===== config.mk =====
export PLATFORM = sky130hd
export DESIGN_NAME = gdc_regs
export DESIGN_NICKNAME = d
export VERILOG_FILES = /design/src/gdc_pkg.sv /design/src/gdc_decim.sv /design/src/gdc_regs.sv
export VERILOG_INCLUDE_DIRS = /design/src
export SDC_FILE = /design/constraint.sdc
export NUM_CORES = 1
export LEC_CHECK = 0
export BUFFER_PORTS_ARGS = -buffer_cell sky130_fd_sc_hd__buf_2
export CELL_PAD_IN_SITES_DETAIL_PLACEMENT = 0
export CELL_PAD_IN_SITES_GLOBAL_PLACEMENT = 1
export CORE_MARGIN = 2
export CORE_UTILIZATION = 40
export DETAILED_ROUTE_END_ITERATION = 6
export GPL_ROUTABILITY_DRIVEN = 0
export PLACE_DENSITY = 0.88
export SLEW_MARGIN = 10
export SYNTH_ARGS = -nofsm -noshare
export SYNTH_HDL_FRONTEND = slang
export SYNTH_SLANG_ARGS = --single-unit

===== constraint.sdc =====
create_clock -name sys_clk -period 1.88 [get_ports sys_clk]
set_clock_uncertainty 0.05 [all_clocks]
set_input_delay 0 -clock sys_clk [delete_from_list [all_inputs] [get_ports sys_clk]]
set_output_delay 0 -clock sys_clk [all_outputs]
set_load 0.1 [all_outputs]

===== src/gdc_cfg.svh =====
// Addresses, field positions, reset values and status codes of the gyro config block.
`ifndef GDC_CFG_SVH
`define GDC_CFG_SVH

// Register and command addresses seen in the address phase.
`define GDC_ADDR_HPF       8'h01
`define GDC_ADDR_LPF       8'h02
`define GDC_ADDR_CAL       8'h03
`define GDC_ADDR_STAT      8'h04
`define GDC_ADDR_SLEEP_IN  8'h05
`define GDC_ADDR_SLEEP_OUT 8'h06
`define GDC_ADDR_STANDBY   8'h07
`define GDC_ADDR_TEMP_RD   8'h08
`define GDC_ADDR_SW_RST    8'h09
`define GDC_ADDR_RATE_RD   8'h0a
`define GDC_ADDR_ZERO_CAL  8'h0c

// Reset images of the three configuration registers.
`define GDC_HPF_RST 8'h21
`define GDC_LPF_RST 8'h06
`define GDC_CAL_RST 8'h00

// Reserved bits that read back fixed at their default level.
`define GDC_HPF_RSV 8'h01
`define GDC_LPF_RSV 8'h00
`define GDC_CAL_RSV 8'h00

// Field positions (least significant bit of each field).
`define GDC_HPF_ON_BIT  1
`define GDC_HPF_CUT_LSB 4
`define GDC_NOTCH_BIT   6
`define GDC_LPF_ORD_LSB 4
`define GDC_LPF_CUT_LSB 0
`define GDC_CAL_EN_BIT  6
`define GDC_DEC_LSB     0
`define GDC_TEMP_AV_BIT 3

// One-hot state codes in the low three status bits, with sleep coded as zero.
`define GDC_STS_POR   3'h4
`define GDC_STS_STBY  3'h2
`define GDC_STS_AWAKE 3'h1
`define GDC_STS_SLEEP 3'h0

`endif


===== src/gdc_pkg.sv =====
// Types shared by the gyro config block and its decimator.
package gdc_pkg;

  // Operating mode of the sensor core.
  typedef enum logic [1:0] {
    GDC_POWERON = 2'b00,
    GDC_AWAKE   = 2'b01,
    GDC_STANDBY = 2'b10,
    GDC_SLEEP   = 2'b11
  } gdc_mode_t;

  // Whole state of the register bank.
  typedef struct packed {
    logic [2:0] highpass_cutoff_sel;
    logic       highpass_on;
    logic       notch_on;
    logic [1:0] lowpass_order_sel;
    logic [3:0] lowpass_cutoff_sel;
    logic       zero_rate_cal_allow;
    logic [2:0] output_decimation_sel;
    gdc_mode_t  mode;
    logic [2:0] state_code;
    logic [7:0] rd_data;
    logic       rd_valid;
    logic       cal_start;
    logic       dsp_restart;
    logic       temp_rd_req;
    logic       rate_rd_req;
    logic       temp_data_avail;
    logic       rate_data_avail;
    logic       detect_on;
    logic       highpass_run;
  } gdc_regs_st_t;

  // Whole state of the output decimator.
  typedef struct packed {
    logic [6:0] phase;
    logic       keep;
  } gdc_dec_st_t;

endpackage


===== src/gdc_decim.sv =====
// Output-rate decimator: keeps one converter sample in every 2**sel.
`timescale 1ns/1ns
`default_nettype none

module gdc_decim
  import gdc_pkg::*;
(
  // Clock and reset.
  input  wire logic       sys_clk,
  input  wire logic       reset,
  // Sample stream and control.
  input  wire logic       sample_tick,
  input  wire logic       restart,
  input  wire logic [2:0] dec_sel,
  // Kept-sample strobe.
  output var  logic       keep
);

  gdc_dec_st_t s_q;
  gdc_dec_st_t s_d;

  // Low bits of the phase counter that must all be zero on a kept sample.
  function automatic logic [6:0] ratio_mask(input logic [2:0] sel);
    logic [7:0] m;
    m = 8'h01 << sel;
    return 7'(m - 8'h01);
  endfunction

  ////////////////////////////////////////////////////////////////////////////
  // The phase restarts with the datapath so the first sample after the restart cycle is kept; a tick in that cycle is dropped.
  always_comb begin
    s_d      = s_q;
    s_d.keep = 1'b0;
    if (restart) begin
      s_d.phase = 7'h00;
    end else if (sample_tick) begin
      s_d.keep  = ((s_q.phase & ratio_mask(dec_sel)) == 7'h00);
      s_d.phase = s_q.phase + 7'h01;
    end
  end

  // State register.
  always_ff @(posedge sys_clk or posedge reset) begin
    if (reset) begin
      s_q <= '0;
    end else begin
      s_q <= s_d;
    end
  end

  assign keep = s_q.keep;

endmodule // gdc_decim

`default_nettype wire


===== src/gdc_regs.sv =====
// Gyro DSP configuration registers, state control and address-only commands.
`timescale 1ns/1ns
`default_nettype none

`include "gdc_cfg.svh"

module gdc_regs
  import gdc_pkg::*;
(
  // Clock and reset.
  input  wire logic       sys_clk,
  input  wire logic       reset,

  // Register access from the serial front end, same clock.
  input  wire logic       acc_valid,
  input  wire logic [7:0] acc_addr,
  input  wire logic       acc_write,
  input  wire logic [7:0] acc_wdata,

  // Read answer.
  output var  logic       rd_valid,
  output var  logic [7:0] rd_data,

  // Data-read requests to the framing logic.
  output var  logic       temp_rd_req,
  output var  logic       rate_rd_req,

  // Datapath status, same clock.
  input  wire logic       temp_ready,
  input  wire logic       rate_ready,
  input  wire logic       adc_sample_tick,

  // Filter configuration.
  output var  logic [2:0] highpass_cutoff_sel,
  output var  logic       highpass_on,
  output var  logic       highpass_run,
  output var  logic       notch_on,
  output var  logic [1:0] lowpass_order_sel,
  output var  logic [3:0] lowpass_cutoff_sel,
  output var  logic [2:0] output_decimation_sel,
  output var  logic       rate_sample_keep,

  // Calibration and operating state.
  output var  logic       zero_rate_cal_allow,
  output var  logic       cal_start,
  output var  logic       dsp_restart,
  output var  logic       detect_on,
  output var  logic       temp_data_avail,
  output var  logic       rate_data_avail,
  output var  logic [2:0] state_code
);

  ////////////////////////////////////////////////////////////////////////////
  // State.
  // One packed image holds every field, pulse and flag of the bank, so a
  // single register stage decides what the host and the datapath see and
  // no output but rate_sample_keep, registered in gdc_decim, can lag another by a cycle.

  gdc_regs_st_t s_q;
  gdc_regs_st_t s_d;

  ////////////////////////////////////////////////////////////////////////////
  // Functions.
  // Decoding that the next-state logic and the read path both need lives
  // here, so the two can never disagree about a field's position.

  // Default image of the whole bank, used at power-on and by software reset.
  function automatic gdc_regs_st_t bank_defaults();
    gdc_regs_st_t d;
    logic [7:0]   h;
    logic [7:0]   l;
    logic [7:0]   c;
    d = '0;
    h = `GDC_HPF_RST;
    l = `GDC_LPF_RST;
    c = `GDC_CAL_RST;
    d.highpass_cutoff_sel   = h[`GDC_HPF_CUT_LSB +: 3];
    d.highpass_on           = h[`GDC_HPF_ON_BIT];
    d.notch_on              = l[`GDC_NOTCH_BIT];
    d.lowpass_order_sel     = l[`GDC_LPF_ORD_LSB +: 2];
    d.lowpass_cutoff_sel    = l[`GDC_LPF_CUT_LSB +: 4];
    d.zero_rate_cal_allow   = c[`GDC_CAL_EN_BIT];
    d.output_decimation_sel = c[`GDC_DEC_LSB +: 3];
    d.mode                  = GDC_POWERON;
    d.detect_on             = 1'b1;
    d.state_code            = `GDC_STS_POR;
    return d;
  endfunction

  // One-hot status code for a mode, zero for sleep; the enum has exactly four members,
  // so no other pattern can be produced.
  function automatic logic [2:0] mode_code(input gdc_mode_t m);
    logic [2:0] c;
    c = `GDC_STS_SLEEP;
    unique case (m)
      GDC_POWERON: c = `GDC_STS_POR;
      GDC_STANDBY: c = `GDC_STS_STBY;
      GDC_AWAKE:   c = `GDC_STS_AWAKE;
      GDC_SLEEP:   c = `GDC_STS_SLEEP;
    endcase
    return c;
  endfunction

  // True when the detection path is active and data may become available.
  // Power-on counts as running: the sensor detects from the moment it is
  // supplied, and only sleep or standby stop it.
  function automatic logic mode_runs(input gdc_mode_t m);
    return (m == GDC_POWERON) || (m == GDC_AWAKE);
  endfunction

  // Read image of a register; reserved bits read their fixed defaults.
  // Storing only the defined fields keeps the bank small and makes a
  // reserved bit read back the same whatever the host wrote there.
  function automatic logic [7:0] read_mux(input logic [7:0]   a,
                                          input gdc_regs_st_t s);
    logic [7:0] r;
    r = 8'h00;
    case (a)
      `GDC_ADDR_HPF: begin
        r = `GDC_HPF_RSV;
        r[`GDC_HPF_CUT_LSB +: 3] = s.highpass_cutoff_sel;
        r[`GDC_HPF_ON_BIT]       = s.highpass_on;
      end
      `GDC_ADDR_LPF: begin
        r = `GDC_LPF_RSV;
        r[`GDC_NOTCH_BIT]         = s.notch_on;
        r[`GDC_LPF_ORD_LSB +: 2]  = s.lowpass_order_sel;
        r[`GDC_LPF_CUT_LSB +: 4]  = s.lowpass_cutoff_sel;
      end
      `GDC_ADDR_CAL: begin
        r = `GDC_CAL_RSV;
        r[`GDC_CAL_EN_BIT]    = s.zero_rate_cal_allow;
        r[`GDC_DEC_LSB +: 3]  = s.output_decimation_sel;
      end
      `GDC_ADDR_STAT: begin
        r[2:0]              = mode_code(s.mode);
        r[`GDC_TEMP_AV_BIT] = s.temp_data_avail;
      end
      default: r = 8'h00;
    endcase
    return r;
  endfunction

  ////////////////////////////////////////////////////////////////////////////
  // Next-state logic.
  // Pulses default low every cycle; register fields hold unless written.
  // Reserved bits are not stored at all, so a stray host write to them
  // cannot disturb anything.
  // Every field of the next image is settled here once, so the single
  // register below always sees a whole, consistent bank and no half
  // written struct can reach the outputs.
  always_comb begin
    s_d             = s_q;
    s_d.rd_valid    = 1'b0;
    s_d.cal_start   = 1'b0;
    s_d.dsp_restart = 1'b0;
    s_d.temp_rd_req = 1'b0;
    s_d.rate_rd_req = 1'b0;

    if (acc_valid) begin
      case (acc_addr)
        // Configuration registers stay writable in every mode.
        `GDC_ADDR_HPF: begin
          if (acc_write) begin
            s_d.highpass_cutoff_sel = acc_wdata[`GDC_HPF_CUT_LSB +: 3];
            s_d.highpass_on         = acc_wdata[`GDC_HPF_ON_BIT];
          end else begin
            s_d.rd_valid = 1'b1;
            s_d.rd_data  = read_mux(acc_addr, s_q);
          end
        end

        // Lowpass and notch settings; unusable codes are stored as written,
        // so keeping them out of the filter is up to the host.
        `GDC_ADDR_LPF: begin
          if (acc_write) begin
            s_d.notch_on           = acc_wdata[`GDC_NOTCH_BIT];
            s_d.lowpass_order_sel  = acc_wdata[`GDC_LPF_ORD_LSB +: 2];
            s_d.lowpass_cutoff_sel = acc_wdata[`GDC_LPF_CUT_LSB +: 4];
          end else begin
            s_d.rd_valid = 1'b1;
            s_d.rd_data  = read_mux(acc_addr, s_q);
          end
        end

        // Calibration enable and output rate; clearing the enable also makes
        // any later calibration command a no-op.
        `GDC_ADDR_CAL: begin
          if (acc_write) begin
            s_d.zero_rate_cal_allow   = acc_wdata[`GDC_CAL_EN_BIT];
            s_d.output_decimation_sel = acc_wdata[`GDC_DEC_LSB +: 3];
          end else begin
            s_d.rd_valid = 1'b1;
            s_d.rd_data  = read_mux(acc_addr, s_q);
          end
        end

        // Status is read-only; a write is dropped silently.
        `GDC_ADDR_STAT: begin
          if (!acc_write) begin
            s_d.rd_valid = 1'b1;
            s_d.rd_data  = read_mux(acc_addr, s_q);
          end
        end

        // Address-only commands: the write flag and data are ignored.
        // Sleep is entered from any mode; only sleep-out or software reset brings the core back.
        `GDC_ADDR_SLEEP_IN: begin
          s_d.mode = GDC_SLEEP;
        end

        // Sleep-out also restarts the datapath when the core was already
        // awake, so the host can use it to flush the filters.
        `GDC_ADDR_SLEEP_OUT: begin
          s_d.mode        = GDC_AWAKE;
          s_d.dsp_restart = 1'b1;
        end

        // Standby is refused while asleep; otherwise a sleeping core could be
        // moved into a mode that the host believes it never entered.
        `GDC_ADDR_STANDBY: begin
          if (s_q.mode != GDC_SLEEP) begin
            s_d.mode = GDC_STANDBY;
          end
        end

        // Calibration fires at once and only while the host allows it.
        `GDC_ADDR_ZERO_CAL: begin
          // Sleep blocks calibration, as it blocks standby; data reads and software reset still run.
          if (s_q.zero_rate_cal_allow && (s_q.mode != GDC_SLEEP)) begin
            s_d.cal_start = 1'b1;
          end
        end

        // Data reads hand the transfer to the framing logic.
        `GDC_ADDR_TEMP_RD: begin
          s_d.temp_rd_req = !acc_write;
        end
        `GDC_ADDR_RATE_RD: begin
          s_d.rate_rd_req = !acc_write;
        end

        // Software reset reloads the whole default image; pending pulses and
        // the read buffer are cleared with it.
        `GDC_ADDR_SW_RST: begin
          s_d = bank_defaults();
        end

        // Unmapped read answers zero so the front end never waits.
        default: begin
          if (!acc_write) begin
            s_d.rd_valid = 1'b1;
            s_d.rd_data  = 8'h00;
          end
        end
      endcase
    end

    // Derived controls follow the mode that takes effect this edge, so the
    // flags drop in the same cycle the mode leaves normal operation.
    s_d.detect_on       = mode_runs(s_d.mode);
    s_d.temp_data_avail = temp_ready && mode_runs(s_d.mode);
    s_d.rate_data_avail = rate_ready && mode_runs(s_d.mode);
    s_d.highpass_run    = s_d.highpass_on && mode_runs(s_d.mode);
    s_d.state_code      = mode_code(s_d.mode);
  end

  ////////////////////////////////////////////////////////////////////////////
  // State register; reset takes the constant default image.
  // The default image is built from constants only, so the asynchronous
  // branch never depends on logic that is itself being reset.
  always_ff @(posedge sys_clk or posedge reset) begin
    if (reset) begin
      s_q <= bank_defaults();
    end else begin
      s_q <= s_d;
    end
  end

  ////////////////////////////////////////////////////////////////////////////
  // Output decimation; restarted with the datapath on sleep-out, and it
  // only counts while detection runs.
  // Ticks that arrive in standby or sleep are dropped rather than counted,
  // so the output phase does not drift while the core is idle.
  gdc_decim u_decim (
    .sys_clk     (sys_clk),
    .reset       (reset),
    .sample_tick (adc_sample_tick && s_q.detect_on),
    .restart     (s_q.dsp_restart),
    .dec_sel     (s_q.output_decimation_sel),
    .keep        (rate_sample_keep)
  );

  ////////////////////////////////////////////////////////////////////////////
  // Outputs, all straight from the state register.
  // Read answer and data-read requests.
  assign rd_valid              = s_q.rd_valid;
  assign rd_data               = s_q.rd_data;
  assign temp_rd_req           = s_q.temp_rd_req;
  assign rate_rd_req           = s_q.rate_rd_req;

  // Filter configuration fields.
  assign highpass_cutoff_sel   = s_q.highpass_cutoff_sel;
  assign highpass_on           = s_q.highpass_on;
  assign highpass_run          = s_q.highpass_run;
  assign notch_on              = s_q.notch_on;
  assign lowpass_order_sel     = s_q.lowpass_order_sel;
  assign lowpass_cutoff_sel    = s_q.lowpass_cutoff_sel;
  assign output_decimation_sel = s_q.output_decimation_sel;

  // Calibration controls and datapath pulses.
  assign zero_rate_cal_allow   = s_q.zero_rate_cal_allow;
  assign cal_start             = s_q.cal_start;
  assign dsp_restart           = s_q.dsp_restart;

  // Operating state and data flags; the state code is registered with the
  // mode, so it is one-hot or zero on every cycle.
  assign detect_on             = s_q.detect_on;
  assign temp_data_avail       = s_q.temp_data_avail;
  assign rate_data_avail       = s_q.rate_data_avail;
  assign state_code            = s_q.state_code;

endmodule // gdc_regs

`default_nettype wire


## Word-level counts from Yosys, hierarchy flattened

Index checks and enable logic that the tools add are counted.

- Shifts and indexed selects: 1
- Equality and inequality tests: 26
- Bitwise gates (word level): 2
- Multiplexer cells: 27
- Reductions and logical operators: 19
- $add $sub $neg: 2

Operators with widths:

| operator | count |
|---|---|
| $pmux W9 S6 | 1 |
| $mux W9 | 5 |
| $mux W34 | 1 |
| $eq A8 B3 Y1 const B | 4 |
| $eq A8 B4 Y1 const B | 4 |
| $pmux W3 S4 | 2 |
| $eq A8 B2 Y1 const B | 2 |
| $ne A2 B2 Y1 const B | 8 |
| $pmux W4 S2 | 2 |
| $mux W7 | 2 |
| $pmux W7 S2 | 1 |
| $mux W4 | 3 |
| $reduce_and A3 Y1 | 3 |
| $eq A2 B2 Y1 const B | 4 |
| $eq A8 B1 Y1 const B | 1 |
| $mux W8 | 1 |
| $pmux W2 S4 | 1 |
| $reduce_bool A2 Y1 | 4 |
| $add A7 B1 Y7 const B | 1 |
| $and A7 B7 Y7 | 1 |
| $logic_not A7 Y1 | 1 |
| $reduce_and A7 Y1 | 1 |
| $shl A1 B3 Y7 const A | 1 |
| $sub A7 B1 Y7 const B | 1 |
| 11 further kinds | 22 |

- Register bits: 45
- Word-level logic and storage cells: 98
- Output and inout port bits: 36

## Longest topological paths before layout

- Depth after elaboration: 8
- Depth in mapped cells: 8

## Cells and area by module

Synthesis repeated with hierarchy kept, for this count alone.

- Cells, all modules: 252
- Area total of the unflattened synthesis: 2,443.6 um^2

By module, submodules not included:

| module | cells an instance | instances | area an instance (um^2) |
|---|---|---|---|
| gdc_regs | 209 | 1 | 2,033.2 |
| gdc_decim | 43 | 1 | 410.4 |

## Least setup slack after synthesis

OpenSTA, ideal clock, no wires.

- Kind: register to register
- From: reg s_q (netlist bit detect_on)
- To: reg u_decim.s_q[7] (netlist bit)
- Stages on the path, launching flop included: 6
- Arrival: 1.541 ns
- Slack: 0.161 ns
- Cell sequence: dfstp_2 -> and3_1 -> and3_1 -> nand3_1 -> xor2_1 -> nor2_1

- Longest elaborated chain between the ends: 2

Ends and longest elaborated chain:

| what | line | RTL |
|---|---|---|
| start: declaration | gdc_regs.sv:59 | `gdc_regs_st_t s_q;` |
| start signal: assignment | gdc_regs.sv:274 | `s_q <= bank_defaults();` |
| $logic_and A1 B1 Y1 | gdc_regs.sv:288 | `.sample_tick (adc_sample_tick && s_q.detect_on),` |
| $reduce_bool A2 Y1 (no source line) | -- |  |
| end signal: assignment | gdc_decim.sv:45 | `s_q <= '0;` |
| end signal: assignment | gdc_decim.sv:47 | `s_q <= s_d;` |
| end: declaration | gdc_decim.sv:19 | `gdc_dec_st_t s_q;` |

Every way passes these cells.
A chain may end at the register's enable or synchronous reset.

## Worst setup path after layout

- From: in acc_addr[1]
- To: reg s_q (netlist bit rd_data[3])

- Longest elaborated chain between the ends: 4
- Elaborated cells on any way between the ends: 20
- Those cells by class: eq/ne: 16; mux: 1; bitwise: 1; reduce/logical: 2

Ends and longest elaborated chain:

| what | line | RTL |
|---|---|---|
| start: declaration | gdc_regs.sv:16 | `input wire logic [7:0] acc_addr,` |
| $eq A8 B4 Y1 / $eq A8 B3 Y1 (equally long branches) | gdc_regs.sv:161 | `case (acc_addr)` |
| $reduce_or A6 Y1 (no source line) | -- |  |
| $not A1 Y1 (no source line) | -- |  |
| $reduce_and A7 Y1 (no source line) | -- |  |

Parallel ways exist; a longest one is shown, timed or not.

==> metrics.txt <==
status=complete, no violations; setup TNS=0 ns; global-route wire length before repair=9011 um; initial antenna violation count=0; synthesized area=2391 um^2; RSZ-0062 raised after global routing=false; Multi-input gate area=1011 um^2; sequential fraction of the synthesis area=0.4631; min-delay src=acc_addr[3]; total clock buffers created by CTS=5; slowest CP cell=dlygate4sd3_1; Distinct cells, synth=57; row count=28; Fillers=543; Peak VDD IR=0.4039 mV; crit path capture type=flip-flop; Antenna Nets Post-Route=0; CP Cell Sequence=dlygate4sd3_1, buf_2, and4bb_2, and2_2, o221ai_2, mux2_2; drt wl/cell=14.43 um; Power Total=0.002881 W; min Tclk post-route=1.774 ns; htree depth=2; LEAKAGE=1.386 nW; WP data arrival=1.91 ns; fmax=563.6 MHz; Post-DP HPWL=3973 um; Hold Path Class=in -> reg; EDFF count, synth=0; Final Cycle Share=0.9438; Critical Path RT=2.02 ns; number of synthesized register bits=44; endpoints failing setup=0; largest net degree at the start of global routing=45; # DRC=0; vias in the first global route=1,861; grt total ovfl=0; total power per unit cell area=1005 nW/um^2; IO buf count=56; Max Transition Viols Final=0; drt total wl=5397 um; Max-slew headroom=0.6384; via count=1,918; DRT iter0 DRCs=91; Crit. Startpoint=acc_addr[1]; Setup Crit Path Kind=in -> reg; Post-synth ARST share=1.000; flip-flop and latch area=1107 um^2; final net count=322; antenna cells=0; Die Height=81.32 um; Mapped Nets=274; # Max-Cap Violations=0; worst hold stages=3; Mapped Cells=250; yosys warns=0; Syn-to-layout area delta=19.88%; total iterations of the first detailed-routing run=5; via/cell ratio=5.128; TritonCTS clock tree=yes; top_reg_cell synth=dfrtp_1; Worst-Margin Slew=0.5425 ns; clock latency on the worst-skew pair=0.30 ns; root buf cell=clkbuf_8; Reg clk slew, reported paths=0.09 ns; Core Area=5851 um^2; clk buf depth=2; critical path peak fanout=11; Die W=81.32 um; all-layer global routing usage=0.1798; io pins=59; reg2reg start=u_decim.s_q[4]; CP Launch Type=input port; worst reg2reg path depth=3; Initial Util=0.4087; Die ar.=6612 um^2; share of layout cells above drive strength 1=0.3077; final-report hold violation count=0; clk sink count=44; Synth Area per Inst=9.564 um^2; crit-path max cell delay=0.53 ns
[logic make-up (layout without fill, tap and decap cells)]
group,after synthesis,count (layout),share of synthesized area
xor gates and xnor gates,6,6,0.02198
other,1,1,0.001568
buffers and inverters,42,91,0.1151
adders and majority gates,2,2,0.009418
and+or+nand+nor,96,96,0.2140
muxes,6,6,0.02826
AOI/OAI and AO/OA,53,53,0.1465
DFF,44,44,0.4631
[through the flow]
| stage | hold WS (ns) | cell area (um^2) | utilization | setup slack, ns | std cells |
|---|---|---|---|---|---|
| 6_report | 0.001724 | 2867 | 0.4899 | 0.1057 | 374 |
| 5_1_grt | 0.01883 | 2867 | 0.4899 | 0.02750 | 374 |
| 4_1_cts | 0.0002906 | 2864 | 0.4895 | 0.1211 | 374 |
| 3_5_place_dp | 0.1189 | 2565 | 0.4384 | 0.2142 | 352 |
| 3_3_place_gp | 0.1160 | 2565 | 0.4384 | 0.2628 | 352 |
| 2_1_floorplan | 0.02028 | 2391 | - | 0.1607 | 250 |
[cell type report]
class                      count  share of cell area
clock buffer                   5             0.02401
clock inverter                 3             0.03143
inverter                       6            0.007857
multi-input combinational    164              0.3527
sequential                    44              0.3863
tap                           75             0.03274
timing repair buffer          77              0.1650
[routing by layer]
metal | track usage | routed length, um | up-vias
met5 | 0 | 0 | -
met4 | 0.06780 | 103 | 0
met3 | 0.03889 | 262 | 11
met2 | 0.2959 | 2658 | 52
met1 | 0.2313 | 2373 | 920
li1 | - | - | 935
[cells in the mapped netlist, types with 2 or more instances]
library cell | number | share of area
xor2_1 | 4 | 0.015
xnor2_1 | 2 | 0.0073
and4_2 | 2 | 0.0084
or2_1 | 2 | 0.0052
nor3_1 | 2 | 0.0042
mux2_2 | 5 | 0.024
dfstp_2 | 5 | 0.055
a22o_1 | 2 | 0.0073
inv_1 | 6 | 0.0094
o21ai_0 | 11 | 0.023
a2111oi_0 | 2 | 0.0073
nand4b_1 | 2 | 0.0073
o31ai_1 | 4 | 0.013
nand4_1 | 3 | 0.0079
nand2_1 | 39 | 0.061
nand3_1 | 4 | 0.0084
nor3b_1 | 2 | 0.0063
o22ai_1 | 2 | 0.0052
buf_2 | 5 | 0.010
clkbuf_1 | 4 | 0.0063
a21oi_1 | 12 | 0.025
o21ai_1 | 5 | 0.010
nor2_1 | 14 | 0.022
dfrtp_1 | 39 | 0.41
nor4_1 | 2 | 0.0052
and3_1 | 3 | 0.0079
buf_4 | 23 | 0.072
and2_1 | 3 | 0.0079
a21o_1 | 2 | 0.0063
nor2b_1 | 8 | 0.021
a22oi_1 | 5 | 0.016
[worst max-delay path: cells and delay by family]
family          cells  cell delay, ns
compound gates      1            0.30
simple gates        2            0.49
mux                 1            0.38
buf+inv             2            0.75
[registers in the layout, indices dropped and copies added (netlist names), 2 cells and up]
signal / flops
highpass_cutoff_sel: 3
lowpass_cutoff_sel: 4
lowpass_order_sel: 2
output_decimation_sel: 3
rd_data: 7
s_q: 2
state_code: 3
u_decim.s_q: 7
[cell usage in the layout (no fill, tap or decap), types with 3 or more instances in the layout]
cell	Yosys	final
a22oi_1	5	5
and2_1	3	3
nor2b_1	8	8
nand4_1	3	3
inv_1	6	5
o21ai_0	11	11
a21oi_1	12	12
nor2_1	14	14
bufinv_16	0	3
o31ai_1	4	4
buf_4	23	7
buf_2	5	56
clkbuf_8	0	5
o21ai_1	5	5
dfstp_2	5	5
nand2_1	39	39
mux2_2	5	5
and3_1	3	3
dfrtp_1	39	39
xor2_1	4	4
dlygate4sd3_1	0	14
nand3_1	4	4
[timing repair]
action	in CTS	in global routing
gates resized for setup	0	1
hold buffers	14	0
endpoints found under the hold margin	61	0
setup buffers	0	0
endpoints found under the setup margin	0	2
[worst paths after layout]
check / to / slack [ns]
setup / recovery: rd_data[3] / 0.11
hold / removal: rate_rd_req / 0.002
setup reg to reg: u_decim.keep / 0.26
hold reg to reg: rd_data[5] / 0.43
max in group asynchronous: state_code[2] / 1.08
min in group asynchronous: lowpass_order_sel[1] / 0.32
[report_power, final]
group / switching, W / total, W / internal [W]
combinational: 0.000510 / 0.000715 / 0.000206
sequential: 0.000113 / 0.00117 / 0.00106
clock: 0.000327 / 0.000991 / 0.000664
total: 0.000950 / 0.00288 / 0.00193
No activity file was read; power rests on OpenSTA's default activity.
